`src/rtl/bcc_defines.vh`:
```
// Named constants shared by the clock and calendar serial slave.
`ifndef BCC_DEFINES_VH
`define BCC_DEFINES_VH

// Register map.
`define BCC_ADDR_SEC 6'h00
`define BCC_ADDR_MIN 6'h01
`define BCC_ADDR_HOUR 6'h02
`define BCC_ADDR_DAY 6'h03
`define BCC_ADDR_DATE 6'h04
`define BCC_ADDR_MON 6'h05
`define BCC_ADDR_YEAR 6'h06
`define BCC_ADDR_CTRL 6'h07
`define BCC_ADDR_LAST 6'h3f
`define BCC_ADDR_FIRST 6'h00

// Field positions.
`define BCC_BIT_HALT 7
`define BCC_BIT_12H 6
`define BCC_BIT_PM 5

// Slave identity on the serial bus; the value is arbitrary.
`define BCC_SLAVE_ID 7'h5a

// Tick divider: 100 MHz core clock, one-second tick.
`define BCC_CLK_HZ 100000000
`define BCC_TICK_HZ 1
`define BCC_TICK_CYCLES (`BCC_CLK_HZ / `BCC_TICK_HZ)
`define BCC_TICK_W 27

// Reset values of the calendar after reset.
`define BCC_RST_DAY 8'h01
`define BCC_RST_DATE 8'h01
`define BCC_RST_MON 8'h01
`define BCC_RST_ZERO 8'h00

// Limits of the BCD counters.
`define BCC_MAX_SEC 8'h59
`define BCC_MAX_HOUR24 8'h23
`define BCC_MAX_HOUR12 5'h12
`define BCC_MAX_DAY 8'h07
`define BCC_MAX_MON 8'h12
`define BCC_MAX_YEAR 8'h99
`define BCC_MON_FEB 8'h02

`endif

```
`src/rtl/bcc_clock.v`:
```
// BCD clock and calendar reached as a two-wire serial bus slave.
//
// What this block does
// RULE1: Time and date digits are held as binary-coded decimal.
// RULE2: Seconds, minutes, hours, day, date, month, year counters carry onward.
// RULE3: Date rolls after the real last day of each month.
// RULE4: Every year divisible by four is a leap year.
// RULE5: Hours run in 24-hour or 12-hour format with afternoon flag.
// RULE6: Fifty-six bytes of storage retain their contents.
// RULE7: Slave only; master sends START, slave identity, then register address.
// RULE8: Pointer advances after each byte until STOP.
// RULE9: Power-fail lockout aborts any transfer in progress.
// RULE10: Power-fail lockout clears the register pointer.
// RULE11: While locked out, all bus input is ignored.
// RULE12: Below backup voltage, battery mode keeps only time and storage.
// RULE13: Above backup plus margin, battery mode ends.
// RULE14: Bus input accepted again only once the lockout releases.
// RULE15: Pointer wraps from 3Fh back to 00h.
// RULE16: Seconds bit 7 set halts timekeeping.
// RULE17: Hours bit 6 selects 12-hour; bit 5 is afternoon or tens.
// RULE18: Each START copies time into a read shadow set.
// RULE19: Seconds and minutes count 00 to 59 and carry on wrap.
`timescale 1ns/1ns
`default_nettype none
`include "bcc_defines.vh"

module bcc_clock (
	// Clock and reset.
	input wire clk,
	input wire rst,
	// Serial bus pins; sda output enable is low while pulling low.
	input wire scl_in,
	input wire sda_in,
	output reg sda_out,
	output reg sda_oe_n,
	// Supply comparators from the analog front end.
	input wire supply_lockout,
	input wire supply_battery,
	// Status and control bits.
	output reg battery_mode,
	output reg bus_locked,
	output reg oscillator_halt,
	output reg [7:0] control_reg
);

	// State codes, one-hot.
	localparam [4:0] ST_IDLE = 5'h01;
	localparam [4:0] ST_RECV = 5'h02;
	localparam [4:0] ST_ACK = 5'h04;
	localparam [4:0] ST_SEND = 5'h08;
	localparam [4:0] ST_RACK = 5'h10;

	// Synchronised pins.
	wire scl;
	wire sda;
	wire lock_s;
	wire batt_s;
	bcc_sync #(.W(4)) u_sync (
		.clk(clk),
		.d({scl_in, sda_in, supply_lockout, supply_battery}),
		.q({scl, sda, lock_s, batt_s})
	);

	// Time registers and shadows.
	reg [7:0] sec, min, hour, day, date, mon, year;
	reg [7:0] sh [0:6];
	reg [`BCC_TICK_W-1:0] tick_cnt;
	reg scl_d, sda_d;
	reg [4:0] state;
	reg [2:0] bitn;
	reg [7:0] shreg;
	reg [5:0] ptr;
	reg first_byte, addr_phase, is_read, ram_wr;
	reg [7:0] ram_wdata;
	reg [5:0] ram_waddr;
	wire [7:0] ram_rdata;
	integer i;

	// RULE6: storage array
	bcc_ram u_ram (
		.clk(clk),
		.wr_en(ram_wr),
		.wr_addr(ram_waddr),
		.wr_data(ram_wdata),
		.rd_addr(ptr),
		.rd_data(ram_rdata)
	);

	////////////////////////////////////////////////////////////////////////
	// BCD helpers.
	// RULE1: decimal digit step
	function [7:0] bcd_inc;
		input [7:0] v;
		begin
			if (v[3:0] == 4'h9)
				bcd_inc = {v[7:4] + 4'h1, 4'h0};
			else
				bcd_inc = {v[7:4], v[3:0] + 4'h1};
		end
	endfunction

	// RULE3: month length
	// RULE4: leap years
	function [7:0] last_day;
		input [7:0] m;
		input [7:0] y;
		begin
			case (m)
				8'h04, 8'h06, 8'h09, 8'h11: last_day = 8'h30;
				`BCC_MON_FEB: last_day =
					((y[4] ^ y[1]) | y[0]) ? 8'h28 : 8'h29;
				default: last_day = 8'h31;
			endcase
		end
	endfunction

	// Register view of the shadow set, control register and storage, used for reads.
	function [7:0] rd_view;
		input [5:0] a;
		begin
			if (a <= `BCC_ADDR_YEAR)
				rd_view = sh[a[2:0]];
			else if (a == `BCC_ADDR_CTRL)
				rd_view = control_reg;
			else
				rd_view = ram_rdata;
		end
	endfunction

	// Bus conditions seen on the synchronised pins.
	wire start_c = scl & scl_d & sda_d & ~sda;
	wire stop_c = scl & scl_d & ~sda_d & sda;
	wire scl_rise = scl & ~scl_d;
	wire scl_fall = ~scl & scl_d;
	wire tick = (tick_cnt == `BCC_TICK_CYCLES - 1);
	// Only the first fall of a data byte's acknowledge slot writes.
	wire bus_write = (state == ST_ACK) && scl_fall && sda_oe_n &&
		!addr_phase && !first_byte && !is_read && !lock_s && !batt_s;
	wire [7:0] hr_12 = {3'h0, hour[4:0]};
	// Function results cannot be bit-selected, so they pass through nets.
	wire [7:0] hr12_next = bcd_inc(hr_12);
	wire [7:0] hr24_next = bcd_inc({2'h0, hour[5:0]});
	wire [7:0] rd_byte = rd_view(ptr);

	////////////////////////////////////////////////////////////////////////
	// Timekeeping runs in every supply mode; only the halt bit stops it.
	always @(posedge clk) begin
		if (rst) begin
			tick_cnt <= {`BCC_TICK_W{1'b0}};
			sec <= `BCC_RST_ZERO;
			min <= `BCC_RST_ZERO;
			hour <= `BCC_RST_ZERO;
			day <= `BCC_RST_DAY;
			date <= `BCC_RST_DATE;
			mon <= `BCC_RST_MON;
			year <= `BCC_RST_ZERO;
		end else if (bus_write && ptr <= `BCC_ADDR_YEAR) begin
			// A write resets the sub-second divider so set time is exact.
			tick_cnt <= {`BCC_TICK_W{1'b0}};
			case (ptr)
				`BCC_ADDR_SEC: sec <= shreg;
				`BCC_ADDR_MIN: min <= shreg;
				`BCC_ADDR_HOUR: hour <= shreg;
				`BCC_ADDR_DAY: day <= shreg;
				`BCC_ADDR_DATE: date <= shreg;
				`BCC_ADDR_MON: mon <= shreg;
				default: year <= shreg;
			endcase
		// RULE16: halt stops counting
		end else if (!sec[`BCC_BIT_HALT]) begin
			tick_cnt <= tick ? {`BCC_TICK_W{1'b0}} :
				tick_cnt + 1'b1;
			// RULE2: carry chain
			// RULE19: seconds and minutes wrap
			if (tick) begin
				sec <= (sec == `BCC_MAX_SEC) ? `BCC_RST_ZERO : bcd_inc(sec);
				if (sec == `BCC_MAX_SEC) begin
					min <= (min == `BCC_MAX_SEC) ? `BCC_RST_ZERO :
						bcd_inc(min);
				end
				if (sec == `BCC_MAX_SEC && min == `BCC_MAX_SEC) begin
					// RULE5: two hour formats
					// RULE17: mode and afternoon bits
					if (hour[`BCC_BIT_12H]) begin
						if (hr_12[4:0] == `BCC_MAX_HOUR12)
							hour <= {hour[7:5], 5'h01};
						else if (hr_12[4:0] == 5'h11)
							hour <= {hour[7:6], ~hour[5], 5'h12};
						else
							hour <= {hour[7:5], hr12_next[4:0]};
					end else if (hour[5:0] == `BCC_MAX_HOUR24) begin
						hour <= {hour[7:6], 6'h00};
					end else begin
						hour <= {hour[7:6], hr24_next[5:0]};
					end
				end
				// Day rollover: 23:59:59 or 11:59:59 PM.
				if (sec == `BCC_MAX_SEC && min == `BCC_MAX_SEC &&
					(hour[`BCC_BIT_12H] ? (hour[5] &&
					hr_12[4:0] == 5'h11) :
					hour[5:0] == `BCC_MAX_HOUR24)) begin
					day <= (day == `BCC_MAX_DAY) ? `BCC_RST_DAY :
						bcd_inc(day);
					// RULE3: month end
					if (date == last_day(mon, year)) begin
						date <= `BCC_RST_DATE;
						mon <= (mon == `BCC_MAX_MON) ? `BCC_RST_MON :
							bcd_inc(mon);
						if (mon == `BCC_MAX_MON)
							year <= (year == `BCC_MAX_YEAR) ?
								`BCC_RST_ZERO : bcd_inc(year);
					end else begin
						date <= bcd_inc(date);
					end
				end
			end
		end
	end

	////////////////////////////////////////////////////////////////////////
	// Serial slave. Lockout takes priority over every bus event.
	always @(posedge clk) begin
		if (rst) begin
			scl_d <= 1'b1;
			sda_d <= 1'b1;
			state <= ST_IDLE;
			bitn <= 3'h0;
			shreg <= 8'h00;
			ptr <= `BCC_ADDR_FIRST;
			first_byte <= 1'b0;
			addr_phase <= 1'b0;
			is_read <= 1'b0;
			sda_out <= 1'b1;
			sda_oe_n <= 1'b1;
			ram_wr <= 1'b0;
			ram_wdata <= 8'h00;
			ram_waddr <= 6'h00;
			control_reg <= 8'h00;
			for (i = 0; i < 7; i = i + 1)
				sh[i] <= 8'h00;
		end else begin
			scl_d <= scl;
			sda_d <= sda;
			ram_wr <= 1'b0;
			// RULE9: abort transfer
			// RULE10: pointer cleared
			// RULE11: input ignored
			// RULE14: release only on comparator
			// Battery mode sits below the lockout level, so it locks too.
			if (lock_s || batt_s) begin
				state <= ST_IDLE;
				ptr <= `BCC_ADDR_FIRST;
				sda_oe_n <= 1'b1;
				sda_out <= 1'b1;
			// RULE7: start of access
			end else if (start_c) begin
				state <= ST_RECV;
				bitn <= 3'h0;
				first_byte <= 1'b1;
				addr_phase <= 1'b0;
				sda_oe_n <= 1'b1;
				// RULE18: shadow copy
				sh[0] <= sec;
				sh[1] <= min;
				sh[2] <= hour;
				sh[3] <= day;
				sh[4] <= date;
				sh[5] <= mon;
				sh[6] <= year;
			end else if (stop_c) begin
				state <= ST_IDLE;
				sda_oe_n <= 1'b1;
			end else begin
				case (state)
					ST_IDLE: sda_oe_n <= 1'b1;
					ST_RECV: if (scl_rise) begin
						shreg <= {shreg[6:0], sda};
						bitn <= bitn + 3'h1;
						if (bitn == 3'h7)
							state <= ST_ACK;
					end
					ST_ACK: if (scl_fall) begin
						if (!sda_oe_n || (is_read && !first_byte)) begin
							// Slot over, or the master acknowledged a read.
							if (is_read) begin
								state <= ST_SEND;
								sda_out <= rd_byte[7];
								shreg <= {rd_byte[6:0], 1'b0};
								sda_oe_n <= rd_byte[7];
								bitn <= 3'h1;
							end else begin
								sda_out <= 1'b1;
								sda_oe_n <= 1'b1;
								state <= ST_RECV;
							end
						end else if (first_byte) begin
							if (shreg[7:1] == `BCC_SLAVE_ID) begin
								first_byte <= 1'b0;
								is_read <= shreg[0];
								addr_phase <= ~shreg[0];
								sda_out <= 1'b0;
								sda_oe_n <= 1'b0;
							end else begin
								state <= ST_IDLE;
							end
						end else begin
							// Register address or data byte received; acknowledge it.
							sda_out <= 1'b0;
							sda_oe_n <= 1'b0;
							if (addr_phase) begin
								ptr <= shreg[5:0];
								addr_phase <= 1'b0;
							end else begin
								if (ptr == `BCC_ADDR_CTRL)
									control_reg <= shreg;
								else if (ptr > `BCC_ADDR_CTRL)
									ram_wr <= 1'b1;
								ram_waddr <= ptr;
								ram_wdata <= shreg;
								// RULE8: advance pointer
								// RULE15: wrap at end
								ptr <= ptr + 6'h01;
							end
						end
					end
					ST_SEND: if (scl_fall) begin
						if (bitn == 3'h0) begin
							sda_oe_n <= 1'b1;
							ptr <= ptr + 6'h01;
							state <= ST_RACK;
						end else begin
							sda_oe_n <= shreg[7];
							sda_out <= shreg[7];
							shreg <= {shreg[6:0], 1'b0};
							bitn <= bitn + 3'h1;
						end
					end
					ST_RACK: if (scl_rise) begin
						state <= sda ? ST_IDLE : ST_ACK;
					end
					default: state <= ST_IDLE;
				endcase
			end
		end
	end

	////////////////////////////////////////////////////////////////////////
	// Status outputs.
	always @(posedge clk) begin
		if (rst) begin
			battery_mode <= 1'b0;
			bus_locked <= 1'b0;
			oscillator_halt <= 1'b0;
		end else begin
			// RULE12: enter battery mode
			// RULE13: leave battery mode
			battery_mode <= batt_s;
			bus_locked <= lock_s;
			oscillator_halt <= sec[`BCC_BIT_HALT];
		end
	end

endmodule // bcc_clock

`default_nettype wire

```
`src/rtl/bcc_ram.v`:
```
// Retained general-purpose storage with a registered read port.
`timescale 1ns/1ns
`default_nettype none

module bcc_ram (
	// Clock.
	input wire clk,
	// Write port.
	input wire wr_en,
	input wire [5:0] wr_addr,
	input wire [7:0] wr_data,
	// Read port.
	input wire [5:0] rd_addr,
	output reg [7:0] rd_data
);

	// Full 64-entry array; the clock registers below 08h shadow it unused.
	reg [7:0] mem [0:63];

	////////////////////////////////////////////////////////////////////////
	// Registered read and plain write; no reset so contents survive.
	always @(posedge clk) begin
		if (wr_en) begin
			mem[wr_addr] <= wr_data;
		end
		rd_data <= mem[rd_addr];
	end

endmodule // bcc_ram

`default_nettype wire

```
`src/rtl/bcc_sync.v`:
```
// Two-flip-flop synchroniser for levels entering from outside the domain.
`timescale 1ns/1ns
`default_nettype none

module bcc_sync #(
	parameter W = 1
) (
	// Clock.
	input wire clk,
	// Asynchronous level in, synchronised level out.
	input wire [W-1:0] d,
	output reg [W-1:0] q
);

	reg [W-1:0] meta;

	////////////////////////////////////////////////////////////////////////
	// Only the second stage reads the first.
	always @(posedge clk) begin
		meta <= d;
		q <= meta;
	end

endmodule // bcc_sync

`default_nettype wire

```
`config.mk`:
```
export PLATFORM = sky130hd
export DESIGN_NAME = bcc_clock
export DESIGN_NICKNAME = d
export VERILOG_FILES = /design/src/rtl/bcc_clock.v /design/src/rtl/bcc_ram.v /design/src/rtl/bcc_sync.v
export VERILOG_INCLUDE_DIRS = /design/src /design/src/rtl
export SDC_FILE = /design/constraint.sdc
export NUM_CORES = 1
export LEC_CHECK = 0
export BUFFER_PORTS_ARGS = -buffer_cell sky130_fd_sc_hd__buf_2
export CAP_MARGIN = 20
export CELL_PAD_IN_SITES_DETAIL_PLACEMENT = 0
export CELL_PAD_IN_SITES_GLOBAL_PLACEMENT = 1
export CORE_MARGIN = 8
export CORE_UTILIZATION = 54
export CTS_CLUSTER_SIZE = 30
export DETAILED_ROUTE_END_ITERATION = 8
export GPL_ROUTABILITY_DRIVEN = 0
export PLACE_DENSITY_LB_ADDON = 0.05
export SYNTH_ARGS = -nofsm -noshare
export SYNTH_HDL_FRONTEND = slang
export SYNTH_SLANG_ARGS = --single-unit
```
`constraint.sdc`:
```
create_clock -name clk -period 3.95 [get_ports clk]
set_clock_uncertainty 0.2 [all_clocks]
set_input_delay 0 -clock clk [delete_from_list [all_inputs] [get_ports clk]]
set_output_delay 0 -clock clk [all_outputs]
set_load 0.03 [all_outputs]
```
Word level (Yosys, flattened, before mapping)

Memory sizes are Yosys's and may differ from the RTL's. A register that Yosys moved wholly into a read port is not among the register bits.
Cells that the tools add are included.

Logic and storage cells: 391
Bits in registers: 146
Bits of input ports: 6
Output and inout port bits: 13
Memories: 2
Bits in writable memories: 568

Bitwise operators: 31
$lt $le $gt $ge: 2
Muxes and demuxes: 146
Reduce and logical (&&, ||, !) cells: 75
Eq/ne operators: 78
Add/subtract/negate cells: 18

Memory list:

| memory    | depth | bits a word | rd ports | clocked after memory_dff | write ports | RTL line       | RTL |
|---|---|---|---|---|---|---|---|
| u_ram.mem | 64    | 8           | 1        | 1                        | 1           | bcc_ram.v:18   | `reg [7:0] mem [0:63];` |
| sh        | 7     | 8           | 1        | 1                        | 7           | bcc_clock.v:66 | `reg [7:0] sh [0:6];` |

Operator list:

| operator                                      | count |
|---|---|
| two-way mux 8 bit                             | 70 |
| two-way mux 6 bit                             | 10 |
| adder 4 x 1 -> 4 bit, second input constant   | 13 |
| two-way mux 5 bit                             | 10 |
| AND reduction 9 bit                           | 4 |
| two-way mux 1 bit                             | 34 |
| two-way mux 3 bit                             | 11 |
| == test 4 bit, second input constant          | 7 |
| adder 27 x 1 -> 27 bit, second input constant | 1 |
| == test 27 bit, second input constant         | 1 |
| two-way mux 27 bit                            | 1 |
| != test 2 bit, second input constant          | 13 |
| one-hot mux 5 bit (5 select lines)            | 1 |
| AND reduction 5 bit                           | 5 |
| == test 8 x 3 -> 1 bit, second input constant | 3 |
| != test 3 bit, second input constant          | 8 |
| != test 4 bit, second input constant          | 6 |
| one-hot mux 8 bit (3 select lines)            | 1 |
| AND reduction 4 bit                           | 6 |
| AND reduction 6 bit                           | 4 |
| AND reduction 8 bit                           | 3 |
| nonzero test 3 bit                            | 8 |
| AND reduction 7 bit                           | 3 |
| == test 6 x 3 -> 1 bit, second input constant | 3 |
| other kinds (54)                              | 124 |

Depth between registers and ports, before layout

Gate-level depths: netlist (run 1).

Word-level depth: 18
Mapped depth: 13

Cells and area by module

From an unflattened synthesis (run 1), not the netlist that was laid out.

Cells, all modules: 2147
Area total of the unflattened synthesis: 30799.5 um^2

By module, submodules not included:

| module    | seq. area each (um^2) | area each (um^2) | cells an instance | instances |
|---|---|---|---|---|
| bcc_ram   | 15534.9               | 20190.6          | 972               | 1 |
| bcc_clock | 4504.3                | 10448.8          | 1167              | 1 |
| bcc_sync  | 160.2                 | 160.2            | 8                 | 1 |

Worst setup path after synthesis (run 1)

OpenSTA, ideal clock, no wires.

Path type: register -> register
From: reg u_sync.q[3]
To: mem sh[0][0] (enable)
Slack: 885 ps
Required time: 3335 ps
Period minus slack after synthesis: 3065 ps
Setup time: 415 ps
Cell stages (with the launch flop): 6
Arrival: 2450 ps
Cells stage by stage: dfxtp_1 nand2_1 nor3b_2 clkbuf_1 nand2_1 nand2_1

RTL lines:

| element                  | RTL line       | RTL |
|---|---|---|
| start: declaration       | bcc_sync.v:12  | `output reg [W-1:0] q` |
| start signal: assignment | bcc_sync.v:21  | `q <= meta;` |
| end: declaration         | bcc_clock.v:66 |  |

Worst setup path in the final report (run 1)

From: reg ptr[1]
To: reg day[6]

Word-level cells in the longest chain between the ends: 4
Elaborated cells between the ends (all ways): 10
Those cells by class: 1 x order compare; 3 x eq/ne; 1 x mux; 5 x reduce/logical

Ends and longest elaborated chain:

| element                                                        | RTL line        | RTL |
|---|---|---|
| start: declaration                                             | bcc_clock.v:72  | `reg [5:0] ptr;` |
| start signal: assignment                                       | bcc_clock.v:229 | `` ptr <= `BCC_ADDR_FIRST; `` |
| start signal: assignment                                       | bcc_clock.v:252 | `` ptr <= `BCC_ADDR_FIRST; `` |
| start signal: assignment                                       | bcc_clock.v:311 | `ptr <= shreg[5:0];` |
| less-or-equal comparator 6 x 3 -> 1 bit (no line)              | n/a             |  |
| logical AND 1 bit (no line)                                    | n/a             |  |
| != test 2 x 1 -> 1 bit (no line), or another cell as far along | n/a             |  |
| AND reduction 5 bit (no line)                                  | n/a             |  |
| end signal: assignment                                         | bcc_clock.v:153 | `` day <= `BCC_RST_DAY; `` |
| end signal: assignment                                         | bcc_clock.v:164 | `` `BCC_ADDR_DAY: day <= shreg; `` |
| end signal: assignment                                         | bcc_clock.v:202 | `` day <= (day == `BCC_MAX_DAY) ? `BCC_RST_DAY : `` |
| end: declaration                                               | bcc_clock.v:65  | `reg [7:0] sec, min, hour, day, date, mon, year;` |

Several ways; a longest one is shown, not always the timed one.
A chain may end at the register's enable or synchronous reset.

==> metrics.txt, run 1 <==
Crit Reg-Reg Endpoint day[6]; multiplexer share of the synthesized area 13.9%; Syn. warnings 0; Seq cells post-synth 725; RSZ-0062 raised after global routing false; Startpoint Class flop; number of synthesized flops with an enable pin 568; Post-DP HPWL 46400 um; Slowest-stage cell, CP dfxtp_4; endpoints failing hold 0; Achievable Freq 0.301 GHz; core footprint 0.0563 mm^2; Synth Flop Type edfxtp_1; FF-to-FF setup slack 0.63 ns; root buf cell clkbuf_16; Detailed Route Iter0 Violations 1590; port bufs 18; Post-Synth Simple-Gate Area 10.0%; Vias/cell 6.19; number of remaining DRC errors 0; P_leak between 10 and 15 nW; Critical Path Stages 8; final wirelength 72700 um; asr flop ratio synth 0%; top layer in use met4; setup TNS 0 ns; Syn Nets 2050; FF-to-FF Start ptr[1]; post-synthesis xor/xnor area fraction 0.742%; vias in the first global route ~18000; post-CTS setup buffer count 0; Worst-Skew Late Latency 0.62 ns; max-slew violation count 0; share of layout cells above drive strength 1 18.9%; Cells after Synth 2013; DR WL met3 3960 um; Avg Cell Area, Syn 15.2 um^2; Compound-Gate Fraction of Synth Area 5.84%; cts hold-fix bufs 9; CTS buffer count 76; Regs by FF count u_ram.mem x512, sh x56, tick_cnt x27; adder-cell share of the synthesized area 1.26%; met1 wire length 31100 um; critical path's largest stage delay 0.70 ns; crit path DAT 3.61 ns; crit-path max FO 36; Least-Margin Pin Slew 1.04 ns; endpoints failing setup 0; Crit Path Class flop to flop; diode count 0; largest family of logic cells by synthesized area multiplexers; area grow syn2layout 11.7%; initial antenna violation count 1; Worst Hold Class flop to flop; synth unique cells between 80 and 90; pin count of the biggest net entering global routing 100; Bufs and invs on worst path 1; Pre-Repair DR Iteration Count 6; Row Count 87; first-pass GRT wire length 111000 um; overall global routing resource usage 22.8%; CTS tree yes; Starting Density 54.5%; register area share after synthesis 65.8%; via count 17753; worst endpoint required time 4.24 ns; Mapped Area a little over 0.03 mm^2; metal2 WL 35300 um; Detail Route Antenna Nets 0; CTS max path bufs 3; GR Overflow Total 0; Post-Place Worst Slack 0.655 ns; worst setup path start ptr[1]; P per Cell Area 452 mW/mm^2; die area approximately 0.065 mm^2; Die Y about 250 um; Worst Hold Launch u_sync.meta[1]; crit path capture type flop; Post-CTS Resized 0; Reg with most FFs u_ram.mem; Hold EP u_sync.q[1]; clk slew on worst S/H paths around 0.06 ns; CP delay by family, top compound AO/OA/AOI/OAI gates; WL/cell around 25 um; Placed Cells 2716; max FFs per register 512; depth of the worst register-to-register path 8; minimum clock period around 3.3 ns; IO Pins 19; total of max-cap violations 0; nets approximately 2100; VDD IR max 0.596 mV; CTS sink count about 730; Finished Layout Cells 2868; period utilisation layout around 84%; Rel. slew slack 30.2%; hold slack final between 0.1 and 0.15 ns; CTS H-Tree Depth 3; status finished clean; crit path setup slack, layout 0.628 ns; Hold Path Depth 0; CP cell instances ha_1 -> o21ai_1 -> buf_4 -> nor4_4 -> nand2_1 -> a21boi_2 -> o21ai_0 -> a32o_1; Chip Width 254 um
-- metrics by stage --
step	cell area (um^2)	total power [mW]	utilization (%)
4_1_cts	34200	15.6	60.7
2_1_floorplan	30700	8.43	-
5_1_grt	34300	15.9	60.9
6_report	34300	15.5	60.9
3_5_place_dp	31600	8.48	56.1
3_3_place_gp	31600	8.48	56.1
-- placed cells by master (no fill, tap or decap), types with 21 or more instances in the layout --
cell,synthesis,routed
a211oi_1,32,32
a21oi_1,82,82
and3_1,49,49
buf_4,5,46
clkbuf_1,66,23
clkbuf_16,0,79
dfxtp_1,157,145
edfxtp_1,568,568
ha_1,31,31
inv_1,32,32
mux2i_1,27,27
mux4_2,176,176
nand2_1,133,132
nand3_1,59,59
nand4_1,21,21
nor2_1,158,158
nor2b_1,33,33
nor3_1,44,42
o21ai_0,62,62
-- how the worst max path moves through the flow --
stage / to / slack (ns)
4_1_cts: day[6] / 0.65
5_1_grt: day[6] / 0.41
3_5_place_dp: day[6] / 0.65
3_3_place_gp: hour[3] / 0.72
6_report: day[6] / 0.63
2_1_floorplan: sh[0][0] / 0.88
-- layer usage --
| layer | vias up | GRT usage [%] |
|---|---|---|
| met5 | - | 0 |
| met1 | 9127 | 31.5 |
| met4 | 0 | 7.47 |
| li1 | 7965 | - |
| met3 | 127 | 3.76 |
| met2 | 534 | 37.0 |
-- power breakdown --
| group | internal, mW | switching (mW) |
|---|---|---|
| Combinational | 0.0449 | 0.0997 |
| Clock | 4.24 | 2.94 |
| Sequential | 8.16 | 0.0243 |
-- worst reg2reg max path, stage by stage (launching register included) --
cell and delay, ns:
dfxtp_4 0.70, ha_1 0.41, o21ai_1 0.21, buf_4 0.26
nor4_4 0.48, nand2_1 0.17, a21boi_2 0.34, o21ai_0 0.15
a32o_1 0.27
-- cell type report --
type                       count  area (um^2)
fill                        4289        22000
sequential                   725        20200
multi-input combinational   1136         9790
clock buffer                 106         2120
tap                          756          946
timing repair buffer          78          656
clock inverter                34          408
inverter                      33          124
-- kinds of logic (layout without fill, tap and decap cells) --
group	after synthesis	after routing
compound gates	272	272
xor+xnor	26	26
fa+ha+maj	31	31
buf+inv	152	251
flops	725	725
mux	207	207
simple gates	600	600
-- Yosys cell counts (12+ instances only) --
master    instances  area (um^2)
edfxtp_1        568        17100
mux4_2          176         3960
nor2_1          158          593
dfxtp_1         157         3140
nand2_1         133          499
a21oi_1          82          410
clkbuf_1         66          248
o21ai_0          62          310
nand3_1          59          295
and3_1           49          307
nor3_1           44          220
nor2b_1          33          206
a211oi_1         32          240
inv_1            32          120
ha_1             31          388
mux2i_1          27          270
buf_2            24          120
nand4_1          21          131
xor2_1           17          149
nand2b_1         16          100
o31ai_1          14          105
or3_1            13         81.3
buf_1            12         45.0
buf_6            12          135
Power figures use the tool's default switching activity.
==> run 2: changes to the inputs <==
==> constraint.sdc (replaced) <==
create_clock -name clk -period 3.2 [get_ports clk]
set_clock_uncertainty 0.2 [all_clocks]
set_input_delay 0 -clock clk [delete_from_list [all_inputs] [get_ports clk]]
set_output_delay 0 -clock clk [all_outputs]
set_load 0.03 [all_outputs]
==> run 2 against run 1 <==
First-iteration DRC count rose by 8.6%. Wire length rose by 3.6%. Global-route usage rose by 0.82 points. Clock-buffer cell count fell by 7. Critical path type unchanged.
==> metrics.txt, run 2 (same netlist as run 1, synthesis figures left out) <==
root buf cell clkbuf_16; period utilisation layout 93.2%; WL/cell between 20 and 30 um; Worst-Skew Late Latency 0.61 ns; status finished clean; busiest grt layer met2; post-route design area 0.0353 mm^2; area grow syn2layout 14.9%; CTS max path bufs 3; worst endpoint required time 3.53 ns; Least-Margin Pin Slew 0.827 ns; diode count 0; crit path setup slack, layout 0.218 ns; minimum clock period roughly 3 ns; number of remaining DRC errors 0; Post-DP HPWL 50100 um; Starting Density 54.5%; overall global routing resource usage approximately a quarter; max-slew violation count 0; Chip Width 254 um; core footprint 0.0563 mm^2; VDD IR max 0.466 mV; pin count of the biggest net entering global routing 66; IO Pins 19; Reg with most FFs u_ram.mem; initial antenna violation count 0; most frequent cells in the layout edfxtp_1, mux4_2, nor2_1, dfxtp_1, buf_4; GR Overflow Total 0; Detailed Route Iter0 Violations 1727; # fillers 4104; nets about 2200; via count 18034; crit path capture type flop; Die Y 254 um; Sequential Area between 0.02 and 0.025 mm^2; Crit Path Class flop to flop; placed instance area 0.0324 mm^2; max FFs per register 512; endpoints failing hold 0; FF-to-FF setup slack between 0.2 and 0.25 ns; CTS H-Tree Depth 3; Row Count 87; met3 Use GR approximately 3.6%; Startpoint Class flop; Detail Route Antenna Nets 0; Worst Hold Class input port to flop; Pre-Repair DR Iteration Count 6; CTS tree yes; vias in the first global route 18063; area occupied by multi-input gates 0.00979 mm^2; total of max-cap violations 0; CTS sink count about 730; GRT met1 Usage 32.0%; clk slew on worst S/H paths 0.06 ns; P per Cell Area 560 mW/mm^2; P_leak 11.6 nW; CTS buffer count 78; final wirelength 75400 um; crit path DAT 3.32 ns; share of layout cells above drive strength 1 23.2%; commonest non-fill, non-tap cell in the layout edfxtp_1; Achievable Freq 0.335 GHz; Rel. slew slack between 40 and 50%; met2 usage between 30% and 40%; endpoints failing setup 0; post-CTS setup buffer count 0; die area roughly 0.065 mm^2; Regs by FF count u_ram.mem x512, sh x56, tick_cnt x27; first-pass GRT wire length 114000 um; Vias/cell 6.07; crit-path max FO 8; Post-Place Worst Slack 0.122 ns; port bufs 18
-- run 2: changes by cell type in the layout (fill, tap and decap cells not counted), moves of 2 or more --
cell,change
clkinv_16,-2
clkbuf_1,-6
buf_12,+6
buf_4,+96
bufinv_16,+7
clkbuf_16,+2
clkinv_1,-2
clkbuf_8,-3
clkinvlp_4,+6
-- run 2: final cells by class --
| type | instances | area share (%) |
|---|---|---|
| clock buffer | 99 | 5.97 |
| clock inverter | 45 | 1.72 |
| inverter | 33 | 0.351 |
| multi-input combinational | 1136 | 27.8 |
| sequential | 725 | 57.3 |
| tap | 756 | 2.68 |
| timing repair buffer | 179 | 4.17 |
-- run 2: critical path, cell delays in order, from the launching register on --
cell      delay (ns)
dfxtp_1         0.37
ha_1            0.20
nor4b_1         0.35
nand4_1         0.20
nor3_2          0.50
and3_2          0.44
a21boi_4        0.13
or3_1           0.38
a21oi_1         0.14
-- run 2: through the flow --
step           total power [mW]  utilization (%)  std cells  hold slack [ns]   TNS, ns
5_1_grt                    20.3             62.7       2973            0.125  -0.00657
3_3_place_gp               10.5             57.6       2818          -0.0983         0
2_1_floorplan              10.4                -       2013           -0.172         0
3_5_place_dp               10.5             57.7       2819          -0.0955         0
4_1_cts                    19.9             62.6       2972           0.0963         0
6_report                   19.7             62.7       2973            0.115         0
-- run 2: worst paths after layout --
kind                                      from           to  cells past startpoint
worst max-delay path               tick_cnt[0]       mon[3]                      8
worst min-delay path                       rst       mon[5]                      3
worst max register to register     tick_cnt[0]       mon[3]                      8
worst min register to register  u_sync.meta[1]  u_sync.q[1]                      0
-- run 2: routing by layer --
| layer | vias up | share of wire (%) |
|---|---|---|
| li1 | 8156 | - |
| met5 | - | 0 |
| met3 | 121 | 5.6 |
| met4 | 0 | 3.0 |
| met1 | 9206 | 42 |
| met2 | 551 | 50 |
-- run 2: report_power, final --
group	switching (mW)	internal, mW
sequential	0.0310	10.1
combinational	0.128	0.0611
clock	3.66	5.80
-- run 2: timing repair --
action | 4_1_cts | 5_1_grt
endpoints found under the setup margin | 0 | 11
hold buffers | 9 | 0
resized for setup | 0 | 3
hold endpoints to repair | 68 | 0
